### src/timer_pkg.sv
package timer_pkg;

  // Register offsets on the plain port
  localparam logic [3:0] ADDR_CTRL = 4'h0;
  localparam logic [3:0] ADDR_LOW = 4'h1;
  localparam logic [3:0] ADDR_HIGH = 4'h2;
  localparam logic [3:0] ADDR_STATUS = 4'h3;
  localparam logic [3:0] ADDR_MASK = 4'h4;

  // Control field positions
  localparam int CTRL_RUN = 0;
  localparam int CTRL_CNT = 1;
  localparam int CTRL_MODE_LO = 2;
  localparam int CTRL_SUB_LO = 4;
  localparam int CTRL_RUNH = 6;

  // Status bits
  localparam int ST_OVF_LOW = 0;
  localparam int ST_OVF_HIGH = 1;
  localparam int ST_DONE = 2;
  localparam int ST_W = 3;

  localparam logic [7:0] CTRL_RESET = 8'h00;
  localparam logic [7:0] BYTE_ZERO = 8'h00;
  localparam logic [7:0] BYTE_MAX = 8'hFF;
  localparam logic [4:0] PRESCALE_MAX = 5'h1F;

  // Low-power clock nominal rate and system rate
  localparam int LP_CLK_KHZ = 100;
  localparam int SYS_CLK_KHZ = 10000;
  localparam int LP_PERIOD_CYCLES = SYS_CLK_KHZ / LP_CLK_KHZ;

  typedef enum logic [1:0] {
    MODE_13BIT,
    MODE_16BIT,
    MODE_RELOAD,
    MODE_SPLIT
  } mode_t;

  typedef enum logic [1:0] {
    SUB_A,
    SUB_B,
    SUB_C,
    SUB_RSV
  } sub_t;

  // Control register contents
  typedef struct packed {
    logic run_high;
    logic [1:0] sub;
    logic [1:0] mode;
    logic count_ext;
    logic run;
  } ctrl_t;

  // Register bus request
  typedef struct packed {
    logic [3:0] addr;
    logic [7:0] wdata;
    logic wr;
    logic rd;
  } bus_req_t;

endpackage

### src/four_mode_timer_counter.sv
`timescale 1ns/1ps
// Overview of operation
// - Timer operation advances the count once per system-clock-derived period.
// - Counter operation advances on each falling edge of the external input.
// - Four modes 0 to 3, some with lettered sub-modes.
// - Mode 0: 8-bit counter behind a divide-by-32 prescaler, 13 bits.
// - Mode 1a: low and high bytes joined as one 16-bit counter.
// - Mode 1b: 16-bit count started by PWM trigger, single-shot measurement.
// - Mode 1c: 16-bit count started by PWM trigger for baud-rate measurement.
// - Mode 2: low byte counts, reloaded from high byte on overflow.
// - Mode 3a: low and high bytes are two independent 8-bit counters.
// - Mode 3b: low byte counts edges of the 100 kHz low-power clock.
// - Mode 3b: high byte counts time between low-power clock edges.
module four_mode_timer_counter
  import timer_pkg::*;
#(
  parameter int PRESCALE_DIV = 32
) (
  // Clock and reset
  input wire logic clock,
  input wire logic rstn,
  // Register port
  input wire logic [3:0] addr,
  input wire logic [7:0] wdata,
  input wire logic wr,
  input wire logic rd,
  output logic [7:0] rdata,
  // Count sources from outside the clock domain
  input wire logic count_in,
  input wire logic lp_clk_in,
  // Start pulse from the PWM unit, same clock
  input wire logic pwm_trigger,
  // Interrupt and measurement window busy
  output logic irq,
  output logic meas_busy
);

  bus_req_t req;
  assign req = '{addr: addr, wdata: wdata, wr: wr, rd: rd};

  ctrl_t ctrl_q;
  logic [7:0] low_count_byte_q;
  logic [7:0] high_count_byte_q;
  logic [ST_W-1:0] status_q;
  logic [ST_W-1:0] mask_q;
  logic [7:0] rdata_q;
  logic irq_q;
  logic busy_q;
  logic [4:0] pre_q;
  logic [1:0] cnt_sync_q;
  logic [1:0] lp_sync_q;
  logic cnt_prev_q;
  logic lp_prev_q;
  logic [1:0] lp_fill_q;

  // Flush length of the lp synchroniser and its edge memory
  localparam logic [1:0] LP_FILL_DONE = 2'h3;

  // Register write hit; four registers share this decode
  function automatic logic write_hit(input bus_req_t r, input logic [3:0] a);
    return r.wr && (r.addr == a);
  endfunction

  // Byte increment with a deliberate wrap, used by both count bytes
  function automatic logic [7:0] byte_inc(input logic [7:0] b);
    return 8'(b + 8'h01);
  endfunction

  // Sticky next value: clear on read, but a new event wins
  function automatic logic [ST_W-1:0] sticky_next(input logic [ST_W-1:0] s,
    input logic clr, input logic [ST_W-1:0] set);
    return (clr ? '0 : s) | set;
  endfunction

  // Flag word widened to a read byte, upper bits zero
  function automatic logic [7:0] pad_byte(input logic [ST_W-1:0] v);
    return 8'(v);
  endfunction

  // Count pin: two flops, then an edge memory
  // Reset to the idle-high level so no false fall follows reset
  // Limitation: pulses shorter than one clock period may be lost
  always_ff @(posedge clock) begin
    if (!rstn) begin
      cnt_sync_q <= 2'h3;
      cnt_prev_q <= 1'b1;
    end else begin
      cnt_sync_q <= {cnt_sync_q[0], count_in};
      cnt_prev_q <= cnt_sync_q[1];
    end
  end

  // Low-power clock pin: two flops, then an edge memory
  always_ff @(posedge clock) begin
    if (!rstn) begin
      lp_sync_q <= 2'h0;
      lp_prev_q <= 1'b0;
    end else begin
      lp_sync_q <= {lp_sync_q[0], lp_clk_in};
      lp_prev_q <= lp_sync_q[1];
    end
  end

  // The lp pin runs free and has no idle level, so its edges
  // are ignored until the flops above hold real samples
  always_ff @(posedge clock) begin
    if (!rstn) begin
      lp_fill_q <= 2'h0;
    end else if (lp_fill_q != LP_FILL_DONE) begin
      lp_fill_q <= 2'(lp_fill_q + 2'h1);
    end
  end

  // Edge detection after synchronisation
  wire cnt_fall = cnt_prev_q & ~cnt_sync_q[1];
  wire lp_edge = (lp_fill_q == LP_FILL_DONE) && (lp_prev_q ^ lp_sync_q[1]);

  // Mode decode
  mode_t mode;
  sub_t sub;
  assign mode = mode_t'(ctrl_q.mode);
  assign sub = sub_t'(ctrl_q.sub);
  wire is_trig = (mode == MODE_16BIT) && (sub == SUB_B || sub == SUB_C);
  wire is_lp = (mode == MODE_SPLIT) && (sub == SUB_B);
  // Sub-mode code 3 is reserved and behaves as sub-mode a

  // Register write decodes
  wire wr_ctrl = write_hit(req, ADDR_CTRL);
  wire wr_low = write_hit(req, ADDR_LOW);
  wire wr_high = write_hit(req, ADDR_HIGH);
  wire wr_mask = write_hit(req, ADDR_MASK);

  // Tick source: one system clock per period, or external falling edge
  wire src_tick = ctrl_q.count_ext ? cnt_fall : 1'b1;

  // Measurement modes run only between trigger and overflow
  // Outside a window the count holds, so software sees the last result
  wire run_ok = ctrl_q.run && (!is_trig || busy_q);

  // Prescaler gates the tick in mode 0 only
  // It steps on source ticks, so counter operation also divides
  wire pre_wrap = (pre_q == 5'(PRESCALE_DIV - 1));
  wire tick_main = run_ok && src_tick &&
    ((mode != MODE_13BIT) || pre_wrap);

  // Low byte tick: lp edges in split b, main tick otherwise
  // Split b keeps its own run gate, as the lp source is not the tick
  wire low_tick = is_lp ? (ctrl_q.run && lp_edge) : tick_main;
  wire low_full = (low_count_byte_q == BYTE_MAX);
  wire high_full = (high_count_byte_q == BYTE_MAX);

  // High byte tick per mode
  logic high_tick;
  always_comb begin
    unique case (mode)
      // Mode 0 keeps its 13 bits in the low byte and the prescaler
      MODE_13BIT: begin
        high_tick = 1'b0;
      end
      // Carry out of the low byte
      MODE_16BIT: begin
        high_tick = tick_main && low_full;
      end
      // High byte only holds the reload value
      MODE_RELOAD: begin
        high_tick = 1'b0;
      end
      // Own run bit, independent of the low byte
      MODE_SPLIT: begin
        high_tick = ctrl_q.run_high && src_tick;
      end
    endcase
  end

  // Overflow events
  wire ovf_low = low_tick && low_full && (mode != MODE_16BIT);
  wire ovf_high = high_tick && high_full;
  wire meas_end = is_trig && busy_q && ovf_high;
  // Mode 1 reports its wrap on the high byte only

  // Start, restart and reload conditions
  wire trig_start = is_trig && ctrl_q.run && pwm_trigger && !busy_q;
  wire lp_restart = is_lp && ctrl_q.run && lp_edge;
  wire reload_now = (mode == MODE_RELOAD) && low_full;

  // Low byte next value; a software write has the last word
  logic [7:0] low_d;
  always_comb begin
    low_d = low_count_byte_q;
    if (low_tick) begin
      if (reload_now) begin
        // Reload instead of wrap keeps the period software-defined
        low_d = high_count_byte_q;
      end else begin
        low_d = byte_inc(low_count_byte_q);
      end
    end
    // Trigger clears the joined counter to start a measurement
    if (trig_start) begin
      low_d = BYTE_ZERO;
    end
    // Write wins over counting so software can preset a count
    if (wr_low) begin
      low_d = req.wdata;
    end
  end

  // High byte next value; same priority order as the low byte
  logic [7:0] high_d;
  always_comb begin
    high_d = high_count_byte_q;
    if (high_tick) begin
      high_d = byte_inc(high_count_byte_q);
    end
    // Split b: an lp edge restarts the interval timer
    if (lp_restart) begin
      high_d = BYTE_ZERO;
    end
    if (trig_start) begin
      high_d = BYTE_ZERO;
    end
    // Write wins over counting so software can preset a count
    if (wr_high) begin
      high_d = req.wdata;
    end
  end

  // Prescaler step and next value
  wire pre_step = (mode == MODE_13BIT) && run_ok && src_tick;
  wire [4:0] pre_next = pre_wrap ? 5'h00 : 5'(pre_q + 5'h01);

  // Prescaler: 5-bit divider, free-running only in mode 0
  always_ff @(posedge clock) begin
    if (!rstn) begin
      pre_q <= 5'h00;
    end else if (pre_step) begin
      pre_q <= pre_next;
    end
  end

  // Low count byte
  always_ff @(posedge clock) begin
    if (!rstn) begin
      low_count_byte_q <= BYTE_ZERO;
    end else begin
      low_count_byte_q <= low_d;
    end
  end

  // High count byte
  always_ff @(posedge clock) begin
    if (!rstn) begin
      high_count_byte_q <= BYTE_ZERO;
    end else begin
      high_count_byte_q <= high_d;
    end
  end

  // Measurement window: trigger opens it, 16-bit wrap closes it
  // A trigger inside an open window is ignored, so the first one counts
  // Leaving the mode or clearing run drops the window at once
  always_ff @(posedge clock) begin
    if (!rstn) begin
      busy_q <= 1'b0;
    end else if (!is_trig || !ctrl_q.run) begin
      busy_q <= 1'b0;
    end else if (pwm_trigger && !busy_q) begin
      busy_q <= 1'b1;
    end else if (meas_end) begin
      busy_q <= 1'b0;
    end
  end

  // Register decode
  // Map: ctrl, low, high, status, mask; other addresses read as zero
  wire rd_status = req.rd && req.addr == ADDR_STATUS;
  // Event bits line up with the status and mask bits
  logic [ST_W-1:0] ev;
  assign ev = {meas_end, ovf_high, ovf_low};
  logic [ST_W-1:0] status_d;
  assign status_d = sticky_next(status_q, rd_status, ev);
  wire irq_d = |(status_d & mask_q);

  // 16 bits are two byte reads with no latch: read low, then high,
  // and read again if the low byte wrapped in between
  logic [7:0] rmux;
  always_comb begin
    unique case (req.addr)
      ADDR_CTRL: rmux = 8'(ctrl_q);
      ADDR_LOW: rmux = low_count_byte_q;
      ADDR_HIGH: rmux = high_count_byte_q;
      ADDR_STATUS: rmux = pad_byte(status_q);
      ADDR_MASK: rmux = pad_byte(mask_q);
      default: rmux = BYTE_ZERO;
    endcase
  end

  // Control register; a write takes effect on the next edge
  always_ff @(posedge clock) begin
    if (!rstn) begin
      ctrl_q <= ctrl_t'(CTRL_RESET[6:0]);
    end else if (wr_ctrl) begin
      ctrl_q <= ctrl_t'(req.wdata[6:0]);
    end
  end

  // Interrupt mask, same layout as status
  always_ff @(posedge clock) begin
    if (!rstn) begin
      mask_q <= '0;
    end else if (wr_mask) begin
      mask_q <= req.wdata[ST_W-1:0];
    end
  end

  // Sticky status; a new event wins over the read-clear
  always_ff @(posedge clock) begin
    if (!rstn) begin
      status_q <= '0;
    end else begin
      status_q <= status_d;
    end
  end

  // Read data stands one cycle only, zero otherwise
  always_ff @(posedge clock) begin
    if (!rstn) begin
      rdata_q <= BYTE_ZERO;
    end else begin
      rdata_q <= req.rd ? rmux : BYTE_ZERO;
    end
  end

  // Level interrupt from the next status, so it follows the flag
  always_ff @(posedge clock) begin
    if (!rstn) begin
      irq_q <= 1'b0;
    end else begin
      irq_q <= irq_d;
    end
  end

  assign rdata = rdata_q;
  assign irq = irq_q;
  assign meas_busy = busy_q;

endmodule // four_mode_timer_counter

### config.mk
export PLATFORM = sky130hd
export DESIGN_NAME = four_mode_timer_counter
export DESIGN_NICKNAME = d
export VERILOG_FILES = /design/src/timer_pkg.sv /design/src/four_mode_timer_counter.sv
export SDC_FILE = /design/constraint.sdc
export NUM_CORES = 1
export LEC_CHECK = 0
export ABC_AREA = 0
export CORE_ASPECT_RATIO = 0.6
export CORE_MARGIN = 2
export CORE_UTILIZATION = 55
export CTS_BUF_LIST = sky130_fd_sc_hd__clkbuf_2
export DETAILED_ROUTE_END_ITERATION = 10
export DONT_BUFFER_PORTS = 1
export PLACE_DENSITY = 0.73
export SYNTH_ARGS = -nofsm -noshare
export SYNTH_HDL_FRONTEND = slang
export SYNTH_SLANG_ARGS = --single-unit
export TNS_END_PERCENT = 1
### constraint.sdc
create_clock -name clock -period 2.2 [get_ports clock]
set_input_delay 0.11 -clock clock [delete_from_list [all_inputs] [get_ports clock]]
set_output_delay 0.11 -clock clock [all_outputs]
set_load 0.05 [all_outputs]
# --- Word-level counts from Yosys, hierarchy flattened ---
# Index checks and enable logic that the tools add are counted.
totals:
  in_bits: 19
  out_inout_bits: 10
  word_cells: 104
  ff_bits: 52
classes:
  n_mux: 16
  reduce_logical: 45
  n_addsub: 4
  bitwise_logic: 6
  eq_ne: 15
ops:
  columns: ["cell", "n"]
  rows:
  - ["8-bit two-way mux", 8]
  - ["8-bit one-hot mux with 5 select lines", 1]
  - ["1-bit logical AND", 28]
  - ["8-bit by 1-bit adder with 8-bit output (second input constant)", 2]
  - ["8-bit == test (second input constant)", 2]
  - ["2-bit == test (second input constant)", 4]
  - ["4-bit by 2-bit == test with 1-bit output (second input constant)", 2]
  - ["5-bit by 1-bit adder with 5-bit output (second input constant)", 1]
  - ["5-bit == test (second input constant)", 1]
  - ["5-bit two-way mux", 1]
  - ["2-bit by 1-bit == test with 1-bit output (second input constant)", 2]
  - ["4-bit by 1-bit == test with 1-bit output (second input constant)", 1]
  - ["4-bit by 3-bit == test with 1-bit output (second input constant)", 1]
  - ["4-bit logical NOT", 1]
  - ["1-bit logical OR", 4]
  - ["1-bit two-way mux", 4]
  - ["2-bit nonzero test", 2]
  - ["4-bit nonzero test", 1]
  - ["2-bit OR reduction", 2]
  - ["3-bit bitwise AND", 1]
  - ["1-bit logical NOT", 3]
  - ["3-bit two-way mux", 1]
  - ["3-bit OR", 1]
  - ["1-bit one-hot mux with 3 select lines", 1]
  - ["10 further kinds", 11]

# --- Longest topological paths before layout ---
# Gate-level depths: netlist (run 1).
depth:
  depth_word: 15
  mapped_depth: 9
  mapped_depth_nobuf: 8

# --- Worst setup path after synthesis (run 1) ---
# Ideal clock, no wire load.
synth_timing:
  path_kind: "register -> register"
  startpoint: "register pre_q[0]"
  endpoint: "register irq_q, in the netlist irq"
  period_less_slack_ps: 2229
  setup_slack_ps: -29
  required_time_ps: 2121
  path_buffers: 0
  stages_incl_launch_ff: 9
  setup_time_ps: 79
  t_arrival_ps: 2150
  cell_sequence: "dfxtp_1 ha_1 and3_1 ha_1 nor3_1 a2111o_1 o21ba_1 o31a_1 o221ai_2"
synth_between:
  elab_chain_cells: 10
  word_cells_on_any_way: 13
  cone_classes: "eq/ne: 1; mux: 2; bitwise: 2; reduce/logical: 8"
synth_lines:
  columns: ["element", "line", "source"]
  rows:
  - ["start: declaration", "four_mode_timer_counter.sv:49", "logic [4:0] pre_q;"]
  - ["start signal: assignment", "four_mode_timer_counter.sv:237", "pre_q <= pre_next;"]
  - ["5-bit == test (*)", "four_mode_timer_counter.sv:142", "wire pre_wrap = (pre_q == 5'(PRESCALE_DIV - 1));"]
  - ["1-bit logical OR (*)", "four_mode_timer_counter.sv:144", "((mode != MODE_13BIT) || pre_wrap);"]
  - ["1-bit logical AND (*)", "four_mode_timer_counter.sv:143", "wire tick_main = run_ok && src_tick &&"]
  - ["1-bit logical AND", "four_mode_timer_counter.sv:162", "high_tick = tick_main && low_full;"]
  - ["1-bit one-hot mux with 3 select lines", "four_mode_timer_counter.sv:155", "unique case (mode)"]
  - ["1-bit logical AND", "four_mode_timer_counter.sv:177", "wire ovf_high = high_tick && high_full;"]
  - ["1-bit logical AND", "four_mode_timer_counter.sv:178", "wire meas_end = is_trig && busy_q && ovf_high;"]
  - ["3-bit OR (*)", "four_mode_timer_counter.sv:72", "return (clr ? '0 : s) | set;"]
  - ["3-bit bitwise AND (*)", "four_mode_timer_counter.sv:282", "wire irq_d = |(status_d & mask_q);"]
  - ["3-bit OR reduction (*)", "four_mode_timer_counter.sv:282", null]
  - ["end signal: assignment", "four_mode_timer_counter.sv:339", "irq_q <= irq_d;"]
  - ["end: declaration", "four_mode_timer_counter.sv:47", "logic irq_q;"]
# Every way passes the cells marked *; elsewhere a longest branch is shown, timed or not.
# A chain may end at the register's enable or synchronous reset.

# --- Worst setup path in the final report (run 1) ---
layout_timing:
  startpoint: "register pre_q[1]"
  endpoint: "register low_count_byte_q[7]"
layout_between:
  elab_chain_cells: 5
layout_lines:
  columns: ["element", "line", "source"]
  rows:
  - ["5-bit == test", "four_mode_timer_counter.sv:142", null]
  - ["1-bit logical OR", "four_mode_timer_counter.sv:144", null]
  - ["1-bit logical AND", "four_mode_timer_counter.sv:143", null]
  - ["1-bit two-way mux", "four_mode_timer_counter.sv:148", "wire low_tick = is_lp ? (ctrl_q.run && lp_edge) : tick_main;"]
  - ["3-bit nonzero test (no source line)", null, null]
  - ["end signal: assignment", "four_mode_timer_counter.sv:246", "low_count_byte_q <= low_d;"]
  - ["end: declaration", "four_mode_timer_counter.sv:42", "logic [7:0] low_count_byte_q;"]
# No other way between the ends.

==> results of run 1 <==
## layout make-up
class	instances	area [um^2]
timing repair buffer	51	452
multi-input combinational	237	1630
fill	387	1360
sequential	52	1050
clock buffer	6	30.0
inverter	9	33.8
tap	63	78.8
clock inverter	1	5.00
## timing repair
item,in CTS,in global routing
hold endpoints to repair,40,2
gates resized for setup,0,24
endpoints found under the setup margin,0,15
setup buffers,0,7
hold buffers,20,3
## cell families after synthesis
family / count (synthesis) / synth area share
compound gates: 95 / 0.244
xor+xnor: 10 / 0.0325
fa+ha+maj: 6 / 0.0278
buf+inv: 25 / 0.0408
flops: 52 / 0.386
mux: 4 / 0.0158
simple gates: 122 / 0.253
## flip-flops by register name, summed over array words and instances, names as in the netlist
signal             flops
rdata                  8
sub                    2
cnt_sync_q             2
lp_sync_q              2
high_count_byte_q      8
lp_fill_q              2
status_q               3
mask_q                 3
pre_q                  5
meas_busy              1
cnt_prev_q             1
ctrl_q                 3
low_count_byte_q       8
irq                    1
lp_prev_q              1
mode                   2
## worst max-delay path by stage
| stage | slack (ns) | from | cells past startpoint | endpoint |
|---|---|---|---|---|
| 2_1_floorplan | 0.09 | pre_q[0]$_SDFFE_PN0P_ | 8 | irq$_SDFF_PN0_ |
| 3_3_place_gp | 0.13 | pre_q[1]$_SDFFE_PN0P_ | 8 | irq$_SDFF_PN0_ |
| 3_5_place_dp | 0.07 | pre_q[1]$_SDFFE_PN0P_ | 8 | irq$_SDFF_PN0_ |
| 4_1_cts | 0.02 | pre_q[1]$_SDFFE_PN0P_ | 9 | high_count_byte_q[6]$_SDFFE_PN0P_ |
| 5_1_grt | -0.05 | pre_q[1]$_SDFFE_PN0P_ | 9 | low_count_byte_q[7]$_SDFFE_PN0P_ |
| 6_report | 0.001 | pre_q[1]$_SDFFE_PN0P_ | 10 | low_count_byte_q[7]$_SDFFE_PN0P_ |
## synthesized netlist by cell type, types with 4 or more instances
library cell,number
and2_1,5
clkbuf_1,10
and3_1,11
nand2b_1,6
buf_2,4
dfxtp_1,52
ha_1,6
nor3_1,7
a22oi_1,10
nor2_1,18
a21oi_1,28
nand2_1,30
a222oi_1,7
xnor2_1,7
a31oi_1,6
nand3_1,21
o21ai_0,13
o21ai_1,4
inv_1,9
## power by group through the flow
stage                     combinational (mW)  clock [mW]  sequential [mW]
after floorplan                       0.0796           0            0.994
after global placement                0.0899           0             1.00
after detailed placement              0.0920           0             1.00
after CTS                              0.143       0.376            0.983
after global routing                   0.170       0.413            0.985
final                                  0.156       0.370            0.982
## layout by cell type, fill, tap and decap left out, types with 3 or more instances in the layout
master / instances
dfxtp_1: 50
a21oi_1: 27
o21ai_0: 10
ha_1: 4
o21ai_2: 3
a31oi_1: 6
a211o_1: 3
xnor2_1: 7
and3_1: 10
inv_1: 9
and4_1: 3
nand3_1: 21
nand4b_1: 3
buf_6: 3
nand2_1: 29
a222oi_1: 7
buf_4: 25
clkbuf_2: 6
a22oi_1: 10
and2_1: 5
nand2b_1: 6
dlygate4sd3_1: 23
nor2_1: 18
o21ai_1: 4
xor2_1: 3
nor3_1: 6
nand4_1: 3
## layer usage
metal | track usage | vias up | wire (um)
li1 | - | 1265 | -
met1 | 0.485 | 1273 | 3780
met2 | 0.429 | 165 | 3400
met3 | 0.0793 | 15 | 1170
met4 | 0.0621 | 0 | 112
met5 | 0 | - | 0
## worst max-delay path: stages (launching register included)
cell	delay [ns]
dfxtp_4	0.42
ha_4	0.14
and3_4	0.19
ha_4	0.12
nor3_2	0.03
a2111o_1	0.53
o211ai_2	0.27
buf_6	0.17
buf_6	0.13
buf_4	0.11
a31oi_1	0.06
## through the flow
stage	hold slack [ns]	utilization	area, um^2
4_1_cts	0.00508	0.671	3110
3_5_place_dp	0.193	0.620	2870
6_report	0.0259	0.708	3280
2_1_floorplan	0.211	-	2700
3_3_place_gp	0.191	0.620	2870
5_1_grt	0.0118	0.708	3280
==> results.cfg, run 1 <==
[sta]
fmax_ghz = 0.455
fin_crit_sh = 0.999
hold_viol_final = 0
worst_pin_slew_ns = 0.962
fin_ws_ns = 0.00117
finalSetupViolations = 0
report.final.slew_viol_count = 0
period_needed_ns = 2.20
finalClockSkew_ns = 0.0349
tns_ns = 0
relSlewSlack = 0.357
grt_setup_unrepaired = yes

[layout]
n_antenna_cell = 0
final_nets = 381
drive_above_1_share = 0.171
area_delta_synth_final_pct = 21.6
fin_cells = 419

[synth]
synth_area_per_cell_um2 = 8.60
synthDistinctLibCells = 57
syn-cell-area_um2 = 2700
syn_nets = 339
synth_top_area_frac = 0.386
yosysTopAreaCell = dfxtp_1
synthCells = 314
synthArstFlopShare = 0
synth-edff-count = 0
synth_area_leaders = dfxtp_1, a21oi_1, nand2_1, nand3_1, a22oi_1
yosys_warnings = 0
synth-seq-cells = 52
synthFlopType = dfxtp_1
ys_seq_area_frac = 0.386

[floorplanning]
die_x_um = 94.4
dieArea_um2 = 5500
dieHeight_um = 58.3
start_util = 0.582
pin_count = 29
row_count = 19
fp.coreArea_um2 = 4640

[power_and_ir_drop]
intPower_mw = 1.11
p_sw_frac = 0.263
power.share.clock = 0.245
p_seq_frac = 0.651
power_mw = 1.51
vdd_ir_drop_max_v = 0.000302
p_comb_frac = 0.103
p_leak_nw = 1.22
power_density_nw_per_um2 = 459
p_switching_mw = 0.396

[global_routing]
globalRoute.totalOverflow = 0
grt_pass1_vias = 2429
grt_pass1_wl_mm = 12.8
grt_max_degree = 25
antenna_found_initial = 0
groute.usage.overall = 0.310

[placed_design]
place.gp.congestion = 0.991
post-dp-hpwl_mm = 5.67
port_buffers = 0
pre_cts_ws_ns = 0.0675
dp_cells = 382

[outcome]
outcome = completed

[run]
drv_cap = 0

[route]
postRouteWirelength_mm = 8.45
wl_per_cell_um = 20.2
dr.pass1.iters = 6
ant_nets = 0
vias = 2718
drc = 0
vias_per_cell = 6.49
drtIter0Drc = 295

[clock_network]
cts-root-buf = clkbuf_2
clockBufferDepth = 2
cts.sinks = 52
clk_pin_slew_worst_paths_ns = 0.27
clk_latency_ns = 0.44
numCtsBuffers = 5
h-tree-depth = 2
cts_tree = yes

[worst_setup_path]
rr_endpoint = low_count_byte_q[7]$_SDFFE_PN0P_
r2r-start = pre_q[1]$_SDFFE_PN0P_
ff2ff_setup_slack_ns = 0.001
cp.arrival_ns = 2.58
worstPathMaxFanout = 7
startpoint_type = flop
critPathKind = reg -> reg
required_ns = 2.58
ff2ff_path_depth = 10
endpoint_kind = flop

[min_path]
hold_path_class = in -> reg
min_from = addr[3]
hold_end = mask_q[2]$_SDFFE_PN0P_
whs_path_depth = 4
No activity file was read; power rests on OpenSTA's default activity.
==> run 2: changes to the inputs <==
--- a/config.mk
+++ b/config.mk
@@ -12,7 +12,9 @@
 export CTS_BUF_LIST = sky130_fd_sc_hd__clkbuf_2
 export DETAILED_ROUTE_END_ITERATION = 10
 export DONT_BUFFER_PORTS = 1
-export PLACE_DENSITY = 0.73
+export MAX_ROUTING_LAYER = met4
+export PLACE_DENSITY = 0.7
+export SKIP_CTS_REPAIR_TIMING = 1
 export SYNTH_ARGS = -nofsm -noshare
 export SYNTH_HDL_FRONTEND = slang
 export SYNTH_SLANG_ARGS = --single-unit
==> constraint.sdc (replaced) <==
create_clock -name clock -period 2.59 [get_ports clock]
set_input_delay 0.1295 -clock clock [delete_from_list [all_inputs] [get_ports clock]]
set_output_delay 0.1295 -clock clock [all_outputs]
set_load 0.05 [all_outputs]
==> run 2 against run 1 <==
  * The flow now finishes with violations (negative hold slack)
  * Core utilization down 5.7 points
  * Count of clock-buffer cells in the layout decreased by 1
  * Flip-flop and latch count did not move
  * Combinational power down 24%
  * Register-to-register slack improved by 0.15 ns
  * Via count down 2.5%
  * Die area stayed put
  * Clock power decreased by 5%
  * Largest cell class unchanged
==> results.cfg, run 2 (same netlist as run 1, synthesis figures left out) <==
[sta]
timing.hold.ws_ns = -0.0277
relSlewSlack = 0.424
fmax_ghz = 0.410
fin_crit_sh = 0.942
report.final.slew_viol_count = 0
tns_ns = 0
grt_setup_unrepaired = yes
finalClockSkew_ns = 0.0432
hold_viol_final = 3
worst_pin_slew_ns = 0.861
period_needed_ns = 2.44
finalSetupViolations = 0

[worst_setup_path]
cp.arrival_ns = 2.86
setup.worst_path.start = pre_q[1]$_SDFFE_PN0P_
endpoint_kind = flop
rr_endpoint = irq$_SDFF_PN0_
ff2ff_setup_slack_ns = 0.15
endpoint = irq$_SDFF_PN0_
worstPathMaxFanout = 7
r2r-start = pre_q[1]$_SDFFE_PN0P_
required_ns = 3.01
ff2ff_path_depth = 8
critPathKind = reg -> reg
startpoint_type = flop

[floorplanning]
fp.coreArea_um2 = 4640
die_x_um = 94.4
start_util = 0.582
row_count = 19
dieHeight_um = 58.3
dieArea_um2 = 5500
pin_count = 29

[global_routing]
grt_pass1_vias = 2231
groute.usage.overall = 0.304
grt_pass1_wl_mm = 12.3
globalRoute.totalOverflow = 0
grt_max_degree = 27
antenna_found_initial = 1

[power_and_ir_drop]
p_comb_frac = 0.090
power.share.clock = 0.268
p_leak_nw = 1.09
p_seq_frac = 0.641
vdd_ir_drop_max_v = 0.000262
power_mw = 1.31
power_density_nw_per_um2 = 433
p_switching_mw = 0.361
p_sw_frac = 0.277
intPower_mw = 0.945

[clock_network]
numCtsBuffers = 5
cts.sinks = 52
clk_pin_slew_worst_paths_ns = 0.31
clk_latency_ns = 0.46
h-tree-depth = 2
clockBufferDepth = 2
cts_tree = yes
cts-root-buf = clkbuf_2

[outcome]
outcome = complete, but fails checks
failed_checks = negative hold slack

[route]
postRouteWirelength_mm = 8.35
drc = 0
vias = 2650
vias_per_cell = 6.69
dr.pass1.iters = 5
ant_nets = 0
drtIter0Drc = 478
wl_per_cell_um = 21.1

[run]
drv_cap = 0

[min_path]
whs_path_depth = 2
hold_path_class = in -> reg
min_from = rd

[layout]
area_delta_synth_final_pct = 11.7
final_nets = 356
multi_input_area_um2 = 1570
mostFrequentLayoutCells = dfxtp_1, nand2_1, a21oi_1
drive_above_1_share = 0.0964
final_area_um2 = 3020
fillers = 420
final_common_cell = dfxtp_1
seq_area_um2 = 1040

[placed_design]
place_area_um2 = 2770
port_buffers = 0
place.gp.congestion = 0.967
post-dp-hpwl_mm = 5.65
## run 2: changes by cell type in the layout (fill, tap and decap cells not counted), sizes merged
cell         change
buf             -20
diode            +1
inv              +1
dlygate4sd3      -5
clkinv           +1
clkbuf           -1
## run 2: metrics by stage
step                      utilization  instances  setup slack, ns  hold WS (ns)
after floorplan                     -        314            0.361         0.231
after global placement          0.598        369            0.214         0.209
after detailed placement        0.598        369            0.117         0.210
after CTS                       0.609        377           0.0864        -0.294
after global routing            0.650        396          -0.0322      -0.00364
final                           0.650        396            0.151       -0.0277
## run 2: cell type report
cell class | instances | share of cell area
antenna | 1 | 0.000830
multi-input combinational | 237 | 0.521
clock buffer | 5 | 0.00830
sequential | 52 | 0.346
tap | 63 | 0.0261
timing repair buffer | 26 | 0.0797
inverter | 9 | 0.0112
clock inverter | 3 | 0.00747
## run 2: critical path, stage by stage (launching register included)
cell      delay [ns]
dfxtp_1         0.43
ha_1            0.20
and3_1          0.19
ha_2            0.24
nor3_1          0.06
a2111o_1        0.53
o21ba_2         0.31
o31a_1          0.33
o221ai_2        0.15
## run 2: how the worst min path moves through the flow
stage                               endpoint
global route             rdata[2]$_SDFF_PN0_
floorplan           cnt_sync_q[0]$_SDFF_PN1_
finish                   rdata[2]$_SDFF_PN0_
detailed placement  cnt_sync_q[1]$_SDFF_PN1_
CTS                 cnt_sync_q[1]$_SDFF_PN1_
global placement    cnt_sync_q[1]$_SDFF_PN1_
## run 2: metal layers
layer  wire length, um  GRT usage  vias to the layer above  part of all wire
li1                  -          -                     1216                 -
met3              1270     0.0728                       21              0.15
met2              3250      0.413                      177              0.39
met5                 0          -                        -                 0
met4               153     0.0414                        0             0.018
met1              3680      0.464                     1236              0.44
## run 2: power groups by stage
stage | Combinational (mW) | Clock (mW) | Sequential (mW)
after floorplan | 0.0676 | 0 | 0.844
after global placement | 0.0731 | 0 | 0.851
after detailed placement | 0.0748 | 0 | 0.851
after CTS | 0.0753 | 0.354 | 0.837
after global routing | 0.129 | 0.385 | 0.840
final | 0.118 | 0.351 | 0.838
